## src/include/cbrri_pkg.sv

```systemverilog
/*
 * Shared constants and types for the local bus cycle sequencer: bus state
 * codes, segment and byte-select encodings, request and pin carriers.
 * Assumes a single clock domain; no registers reachable by software.
 */
package cbrri_pkg;

	// Segment status codes shown in t2..t4
	localparam logic [1:0] SEG_ALT_DATA = 2'h0;
	localparam logic [1:0] SEG_STACK    = 2'h1;
	localparam logic [1:0] SEG_CODE     = 2'h2;
	localparam logic [1:0] SEG_DATA     = 2'h3;

	// Byte select codes {upper_byte_enable_n, lowest_address_bit}
	localparam logic [1:0] SEL_WORD  = 2'h0;
	localparam logic [1:0] SEL_UPPER = 2'h1;
	localparam logic [1:0] SEL_LOWER = 2'h2;
	localparam logic [1:0] SEL_NONE  = 2'h3;

	// Bus widths
	localparam int BUS_W  = 16;
	localparam int ADDR_W = 20;

	// Interrupt synchroniser depth
	localparam int SYNC_STAGES = 2;

	// Bus cycle states, one-hot
	typedef enum logic [5:0] {
		ST_IDLE = 6'h01,
		ST_T1   = 6'h02,
		ST_T2   = 6'h04,
		ST_T3   = 6'h08,
		ST_TW   = 6'h10,
		ST_T4   = 6'h20
	} cbrri_state_type;

	// Kind of bus cycle
	typedef enum logic [1:0] {
		CYC_READ  = 2'h0,
		CYC_WRITE = 2'h1,
		CYC_INTA  = 2'h2
	} cbrri_cycle_type;

	// Request from the execution unit
	typedef struct packed {
		cbrri_cycle_type     kind;
		logic                is_mem;
		logic                word;
		logic [1:0]          seg;
		logic                first_ack;
		logic [ADDR_W-1:0]   addr;
		logic [BUS_W-1:0]    wdata;
	} cbrri_req_type;

	// Status pins shown to the bus
	typedef struct packed {
		logic                segment_status_hi;
		logic                segment_status_lo;
		logic                mem_not_io;
	} cbrri_status_type;

endpackage : cbrri_pkg

```

## src/verilog/cbrri_bus.sv

```systemverilog
/*
 * Local bus cycle sequencer: multiplexed address/data, segment status,
 * byte select, read strobe with float, ready waits and maskable interrupt
 * sampling. Assumes i_ready already synchronous to i_clk and that the
 * execution unit flags the last cycle of each instruction.
 * Also assumes hold acknowledge is granted only between bus cycles: a hold
 * that lands inside a read forces the strobe high and cuts that read short.
 * A vector fetch after an accepted interrupt is an ordinary memory read that
 * the execution unit issues; this block does not build the table address.
 * The second acknowledge of a pair is a request with first_ack clear, so the
 * upper byte enable is only pulled low for the first one.
 */
`timescale 1ns/1ns
module cbrri_bus #(
	parameter int SYNC_N = cbrri_pkg::SYNC_STAGES
) (
	// Clock and reset
	input  wire logic                          i_clk,
	input  wire logic                          i_resetn,
	// Execution unit side
	input  wire logic                          i_req_valid,
	input  wire cbrri_pkg::cbrri_req_type      i_req,
	input  wire logic                          i_last_instr_cycle,
	input  wire logic                          i_irq_enable,
	input  wire logic                          i_hold_ack,
	output logic                               o_req_ready,
	output logic                               o_rdata_valid,
	output logic [cbrri_pkg::BUS_W-1:0]        o_rdata,
	output logic                               o_irq_take,
	// Bus pins
	input  wire logic [cbrri_pkg::BUS_W-1:0]   i_muxed_addr_data_bus,
	output logic [cbrri_pkg::BUS_W-1:0]        o_muxed_addr_data_bus,
	output logic                               o_muxed_addr_data_bus_oe,
	output logic [3:0]                         o_addr_high,
	output cbrri_pkg::cbrri_status_type        o_status,
	output logic                               o_upper_byte_enable_n,
	output logic                               o_read_n,
	output logic                               o_read_n_oe,
	input  wire logic                          i_ready,
	input  wire logic                          i_maskable_irq
);
	import cbrri_pkg::*;

	cbrri_state_type   state_q;
	cbrri_req_type     req_q;
	logic [SYNC_N-1:0] irq_sync_q;
	logic              take;

	// Data phase ends at a t3 or wait state that sees ready high
	function automatic logic f_data_done(input cbrri_state_type st, input logic rdy);
		return (st == ST_T3 || st == ST_TW) && rdy;
	endfunction : f_data_done

	// Byte enable level of a request; the first acknowledge asks for the upper half
	function automatic logic f_upper_enable_n(input cbrri_req_type rq);
		if (rq.kind == CYC_INTA) begin
			return !rq.first_ack;
		end
		return !(rq.word || rq.addr[0]);
	endfunction : f_upper_enable_n

	// Taken only from idle and never under hold, so no cycle starts while hold is granted
	assign take = (state_q == ST_IDLE) && i_req_valid && !i_hold_ack;

	// Bus state sequence; waits inserted while ready reads low
	// No limit on waits: a device that never answers stalls the bus for good
	always_ff @(posedge i_clk) begin
		if (!i_resetn) begin
			state_q <= ST_IDLE;
		end else begin
			unique case (state_q)
				ST_IDLE: if (take) state_q <= ST_T1;
				ST_T1:   state_q <= ST_T2;
				ST_T2:   state_q <= ST_T3;
				ST_T3:   state_q <= i_ready ? ST_T4 : ST_TW;
				ST_TW:   state_q <= i_ready ? ST_T4 : ST_TW;
				ST_T4:   state_q <= ST_IDLE;
			endcase
		end
	end

	// Request capture; a vector fetch is just a memory read issued upstream
	// Kept for the whole cycle so t2..t4 logic never looks at the live request
	always_ff @(posedge i_clk) begin
		if (!i_resetn) begin
			req_q <= '0;
		end else if (take) begin
			req_q <= i_req;
		end
	end

	// Accept handshake, one pulse per taken request
	always_ff @(posedge i_clk) begin
		if (!i_resetn) begin
			o_req_ready <= 1'b0;
		end else begin
			o_req_ready <= take && !o_req_ready;
		end
	end

	// Address in t1 except for acknowledges, write data t2..t4; read leaves lines released
	// Releasing in t2, on the same edge the strobe falls, lets the device drive the lines once the strobe is seen
	always_ff @(posedge i_clk) begin
		if (!i_resetn) begin
			o_muxed_addr_data_bus    <= '0;
			o_muxed_addr_data_bus_oe <= 1'b0;
			o_addr_high              <= '0;
		end else if (take) begin
			o_muxed_addr_data_bus    <= i_req.addr[BUS_W-1:0];
			o_muxed_addr_data_bus_oe <= (i_req.kind != CYC_INTA);
			o_addr_high              <= i_req.is_mem ? i_req.addr[ADDR_W-1:BUS_W] : 4'h0;
		end else if (state_q == ST_T1) begin
			o_muxed_addr_data_bus    <= req_q.wdata;
			o_muxed_addr_data_bus_oe <= (req_q.kind == CYC_WRITE);
			o_addr_high              <= '0;
		end else if (state_q == ST_T4 || state_q == ST_IDLE) begin
			o_muxed_addr_data_bus_oe <= 1'b0;
		end
	end

	// Segment status during t2..t4; memory/IO status for the whole cycle
	// Codes are held between cycles so the pins do not toggle while idle
	always_ff @(posedge i_clk) begin
		if (!i_resetn) begin
			o_status <= '0;
		end else if (state_q == ST_T1) begin
			o_status.segment_status_hi <= req_q.seg[1];
			o_status.segment_status_lo <= req_q.seg[0];
		end else if (take) begin
			o_status.mem_not_io <= i_req.is_mem;
		end
	end

	// Byte select: byte enable low for word or odd byte; low in first ack t1
	always_ff @(posedge i_clk) begin
		if (!i_resetn) begin
			o_upper_byte_enable_n <= 1'b1;
		end else if (take) begin
			o_upper_byte_enable_n <= f_upper_enable_n(i_req);
		end
	end

	// Read strobe low from t2 through waits; lines float already by then
	// Decided one edge ahead, so the t3 and wait terms look at ready now
	always_ff @(posedge i_clk) begin
		if (!i_resetn) begin
			o_read_n    <= 1'b1;
			o_read_n_oe <= 1'b1;
		end else begin
			o_read_n_oe <= !i_hold_ack;
			if (i_hold_ack) begin
				o_read_n <= 1'b1;
			end else if (req_q.kind == CYC_READ && (state_q == ST_T1 || state_q == ST_T2
				|| (state_q == ST_T3 && !i_ready) || (state_q == ST_TW && !i_ready))) begin
				o_read_n <= 1'b0;
			end else begin
				o_read_n <= 1'b1;
			end
		end
	end

	// Read data latched at the end of the last t3/tW
	always_ff @(posedge i_clk) begin
		if (!i_resetn) begin
			o_rdata       <= '0;
			o_rdata_valid <= 1'b0;
		end else begin
			o_rdata_valid <= (req_q.kind != CYC_WRITE) && f_data_done(state_q, i_ready);
			if (f_data_done(state_q, i_ready)) begin
				o_rdata <= i_muxed_addr_data_bus;
			end
		end
	end

	// Interrupt synchroniser; only the last stage is looked at
	// A deeper chain only delays acceptance, so the depth is a parameter
	always_ff @(posedge i_clk) begin
		if (!i_resetn) begin
			irq_sync_q <= '0;
		end else begin
			irq_sync_q <= {irq_sync_q[SYNC_N-2:0], i_maskable_irq};
		end
	end

	// Level sample at instruction end, masked by the enable flag
	// Sampling anywhere else would break into an instruction half done
	always_ff @(posedge i_clk) begin
		if (!i_resetn) begin
			o_irq_take <= 1'b0;
		end else begin
			o_irq_take <= i_last_instr_cycle && i_irq_enable
				&& irq_sync_q[SYNC_N-1];
		end
	end

endmodule : cbrri_bus

```

## config.mk

```make
export PLATFORM = sky130hd
export DESIGN_NAME = cbrri_bus
export DESIGN_NICKNAME = d
export VERILOG_FILES = /design/src/include/cbrri_pkg.sv /design/src/verilog/cbrri_bus.sv
export SDC_FILE = /design/constraint.sdc
export NUM_CORES = 1
export LEC_CHECK = 0
export ABC_AREA = 1
export BUFFER_PORTS_ARGS = -buffer_cell sky130_fd_sc_hd__buf_2
export CAP_MARGIN = 20
export CORE_MARGIN = 4
export CORE_UTILIZATION = 53
export DETAILED_ROUTE_END_ITERATION = 12
export PLACE_DENSITY = 0.93
export SLEW_MARGIN = 40
export SYNTH_ARGS = -nofsm -noshare
export SYNTH_HDL_FRONTEND = slang
export SYNTH_SLANG_ARGS = --single-unit
```

## constraint.sdc

```tcl
create_clock -name i_clk -period 2.9 [get_ports i_clk]
set_input_delay 0.145 -clock i_clk [delete_from_list [all_inputs] [get_ports i_clk]]
set_output_delay 0.145 -clock i_clk [all_outputs]
set_load 0.05 [all_outputs]
```

## Word-level counts from Yosys, hierarchy flattened

Cells that the tools add are included.

| operators by class | value |
|---|---|
| eq/ne operators | 11 |
| muxes and demuxes | 17 |
| bitwise operators | 2 |
| reductions and logical operators | 27 |

Operators by type and width:

| cell | number |
|---|---|
| 2-to-1 mux 16 bit | 2 |
| case mux 6 bit (5 select lines) | 1 |
| 2-to-1 mux 4 bit | 3 |
| 2-to-1 mux 6 bit | 2 |
| logical AND 1 bit | 10 |
| 2-to-1 mux 1 bit | 9 |
| == test 6 x 1 -> 1 bit (second input constant) | 1 |
| == test 6 x 2 -> 1 bit (second input constant) | 1 |
| == test 6 x 3 -> 1 bit (second input constant) | 1 |
| == test 6 x 4 -> 1 bit (second input constant) | 1 |
| == test 6 x 5 -> 1 bit (second input constant) | 1 |
| == test 6 bit (second input constant) | 1 |
| logical OR 1 bit | 6 |
| logical NOT 1 bit | 5 |
| inequality test 2 bit (second input constant) | 2 |
| OR reduction 2 bit | 2 |
| nonzero test 3 bit | 1 |
| == test 2 x 1 -> 1 bit (second input constant) | 1 |
| == test 2 bit (second input constant) | 1 |
| logical NOT 2 bit | 1 |
| inequality test 2 x 1 -> 1 bit (second input constant) | 1 |
| inverter 1 bit | 2 |
| AND reduction 2 bit | 1 |
| nonzero test 2 bit | 1 |

| word-level totals | value |
|---|---|
| register bits | 74 |
| input bits | 67 |
| output and inout bits | 46 |
| word-level logic and storage cells | 75 |

## Depth between registers and ports, before layout

| depth | value |
|---|---|
| depth after elaboration | 6 |
| gate-level depth with buffers | 10 |
| gate-level depth less buffers | 8 |

## Worst setup path before layout

OpenSTA, ideal clock, no wires.

| path | value |
|---|---|
| path kind | register to register |
| start | register state_q[1] |
| end | register o_muxed_addr_data_bus[3] in the netlist's numbering |
| library setup time | 130 ps |
| data arrival time | 1164 ps |
| required time | 2770 ps |
| setup slack | 1606 ps |
| stages on the path, launching flop included | 11 |
| path buffers | 2 |
| clock period less this slack | 1294 ps |
| cells stage by stage | dfxtp_1 > buf_6 > inv_2 > nand2_2 > nor2_4 > nand3_4 > nand2_2 > buf_4 > nor2_1 > nor2_1 > nor2_1 |

| on the way | value |
|---|---|
| longest elaborated chain between the ends | 4 |
| elaborated cells on any way between the ends | 6 |
| classes of those cells | 2 x eq/ne; 1 x mux; 3 x reduce/logical |

Ends and longest elaborated chain:

| item | RTL line | RTL |
|---|---|---|
| start: declaration | cbrri_bus.sv:44 | `cbrri_state_type state_q;` |
| start signal: assignment | cbrri_bus.sv:75 | `ST_T3: state_q <= i_ready ? ST_T4 : ST_TW;` |
| start signal: assignment | cbrri_bus.sv:76 | `ST_TW: state_q <= i_ready ? ST_T4 : ST_TW;` |
| == test 6 x 1 -> 1 bit | cbrri_bus.sv:63 | `assign take = (state_q == ST_IDLE) && i_req_valid && !i_hold_ack;` |
| logical AND 1 bit (2 in a row) | cbrri_bus.sv:63 |  |
| 2-to-1 mux 16 bit or nonzero test 2 bit (tied branches) | -- |  |
| end signal: assignment | cbrri_bus.sv:109 | `o_muxed_addr_data_bus <= i_req.addr[BUS_W-1:0];` |
| end signal: assignment | cbrri_bus.sv:113 | `o_muxed_addr_data_bus <= req_q.wdata;` |
| end: declaration | cbrri_bus.sv:32 | `output logic [cbrri_pkg::BUS_W-1:0] o_muxed_addr_data_bus,` |

Parallel ways exist; a longest one is shown, timed or not.
A chain may end at the register's enable or synchronous reset.

## Worst setup path after layout

| path | value |
|---|---|
| start | register state_q[1] |
| end | register req_q[2] in the netlist's numbering |

| on the way | value |
|---|---|
| longest elaborated chain between the ends | 3 |

Ends and longest elaborated chain:

| item | RTL line | RTL |
|---|---|---|
| == test 6 x 1 -> 1 bit | cbrri_bus.sv:63 |  |
| logical AND 1 bit (2 in a row) | cbrri_bus.sv:63 |  |
| end signal: assignment | cbrri_bus.sv:88 | `req_q <= i_req;` |
| end: declaration | cbrri_bus.sv:45 | `cbrri_req_type req_q;` |

Every way passes these cells.

==> metrics <==
routed len/inst 13.1 µm; Min-Delay Path Class in2reg; Clock Tree Root clkbuf_8; Placer Congestion 0.889; final max-slew violation count 0; worst-path fanout max 37; diode count 0; largest net degree at the start of global routing 40; average size of a mapped cell 7.28 µm²; design area 3960 µm²; pwr dens 586 nW/µm²; post_cts resized 0; Die Ht 85.4 µm; Pre-Repair DR Iteration Count 5; Routed Antenna Nets 0; EDFF count, synth 0; hold path depth 3; Routed WL 8090 µm; clk slew on worst S/H paths 0.08 ns; setup TNS after final layout 0 ns; CTS tree built; post-synth top area cell dfxtp_1; post-synthesis sequential area ratio 46.7%; IO Pins 113; worst skew pair latency 0.35 ns; status completed; Die Area 7290 µm²; first-pass GRT wire length 13,300 µm; IO Port Bufs 112; share of flip-flops with an asynchronous set or reset 0%; Mapped Cells 436; Initial Utilization 56.3%; Crit Path Category reg2reg; row count 27; Commonest cells post-synth nor2_1, dfxtp_1, nand2_1; final setup vio count 0; number of clock sinks 74; Area contributors post-synth dfxtp_1, nor2_1, nand2_1; count leader, synth nor2_1; critical path capture point type flip-flop; Tot GR Track Use 22.5%; Nets 606; reg2reg path depth 7; crit share post-route 66.1%; CTS Buffer Depth 2; Core Region 5640 µm²; #FFs+latches synth 74; Worst EP required 3.12 ns; f_max 521 MHz; top cell type's share of synthesized area 46.7%; Vias 3,168; post-synthesis cell area 3170 µm²; crit path DAT 2.14 ns; Area after DPL 3690 µm²; vias per inst 5.14; YS warnings 0; die width 85.4 µm; Leak Pwr 1.94 nW; Clock Skew 0.00992 ns; unrepaired setup endpoints after global routing false; area delta synth->final 24.8%; VDD IR max 330 µV; dominant synthesized flop cell dfxtp_1; Slew Limit Headroom 61.3%; crit path time final 1.92 ns; CTS buffer count 9; maxcap violations 0; total grt overflow 0; Unique masters post-synth 23; Detailed Place HPWL 5520 µm; Slew @ Worst Pin 0.578 ns; Fill cells 451; share of layout cells above drive strength 1 28.7%; H-tree levels 3; crit path launch type flip-flop; initial antenna violation count 0; Fin. Hold Viols 0; drt first-iter violations 215; residual DRC count 0; syn nets 503; vias in the first global route 2,893
[cell usage in the layout (no fill, tap or decap)]
cell type | Yosys | layout
a21oi_1 | 29 | 29
nand3_4 | 1 | 1
clkbuf_8 | 0 | 10
nor2_1 | 79 | 79
nor2_4 | 4 | 4
nand2_2 | 10 | 10
nor3_2 | 1 | 1
o21ai_0 | 11 | 11
nor3_1 | 2 | 2
dfxtp_1 | 74 | 74
a21oi_2 | 5 | 5
clkinvlp_4 | 0 | 1
nor2_2 | 3 | 3
clkinv_2 | 1 | 3
inv_2 | 2 | 2
clkbuf_1 | 13 | 1
nand3_1 | 48 | 48
bufinv_16 | 0 | 2
dlygate4sd3_1 | 0 | 5
inv_1 | 42 | 42
nand2_1 | 70 | 70
nor4_1 | 1 | 1
nand4_1 | 26 | 26
buf_4 | 4 | 2
buf_2 | 6 | 112
[stage by stage]
step	util (%)	setup slack, ns	std cells	hold slack (ns)	total power (W)
floorplan	-	1.61	436	0.207	0.00137
global placement	65.5	1.12	595	0.328	0.00145
detailed placement	65.5	1.04	595	0.333	0.00146
CTS	70.2	1.01	616	0.0110	0.00234
global route	70.2	0.826	616	0.0246	0.00243
finish	70.2	0.982	616	0.0218	0.00232
[final cells by class]
type / instances / area (µm²) / area share, %
clock inverters: 5 / 77.6 / 1.96
clock buffers: 11 / 141 / 3.57
repair buffers: 119 / 626 / 15.8
well taps: 72 / 90.1 / 2.27
multi-input cells: 290 / 1380 / 34.7
flip-flops and latches: 74 / 1480 / 37.4
inverters: 45 / 170 / 4.29
[cell families after synthesis]
group	count (synthesis)	synth area share (%)
AOI/OAI and AO/OA	45	7.69
buffers and inverters	72	9.97
DFF	74	46.7
and+or+nand+nor	245	35.7
[metal layers]
layer / GRT usage, % / vias up / share of wire, % / wire (µm)
li1: - / 1606 / - / -
met1: 29.5 / 1401 / 43 / 3500
met2: 35.6 / 144 / 46 / 3710
met3: 4.76 / 17 / 8.6 / 696
met4: 9.93 / 0 / 2.3 / 184
met5: 0 / - / 0 / 0
[registers in the layout (all words and copies together), names as in the netlist, 2 cells and up]
name and count:
irq_sync_q 2, o_addr_high 4, o_muxed_addr_data_bus 16, o_rdata 16
o_status 3, req_q 20, state_q 6
[repair_timing]
action,CTS,global route
endpoints found under the hold margin,5,0
hold buffers,5,0
buffers inserted,0,0
[critical path: stages, from the launching register on]
cell and delay (ns):
dfxtp_1 0.65, inv_2 0.08, nand2_2 0.13, nor2_4 0.06, nand3_4 0.29, clkinv_2 0.35, nand2_1 0.16, a21oi_1 0.08
[report_power, final]
part,total (W),switching (W),internal [W]
registers,0.00109,0.0000316,0.00106
logic,0.000355,0.000247,0.000108
clock network,0.000880,0.000375,0.000505
[worst paths after layout]
path                       from                       end  slack, ns
hold reg to reg   irq_sync_q[0]             irq_sync_q[1]       0.43
hold / removal        i_req[21]  o_muxed_addr_data_bus[5]       0.02
setup / recovery     state_q[1]                  req_q[2]       0.98
setup reg to reg     state_q[1]                  req_q[2]       0.98
No activity file was read; power rests on OpenSTA's default activity.
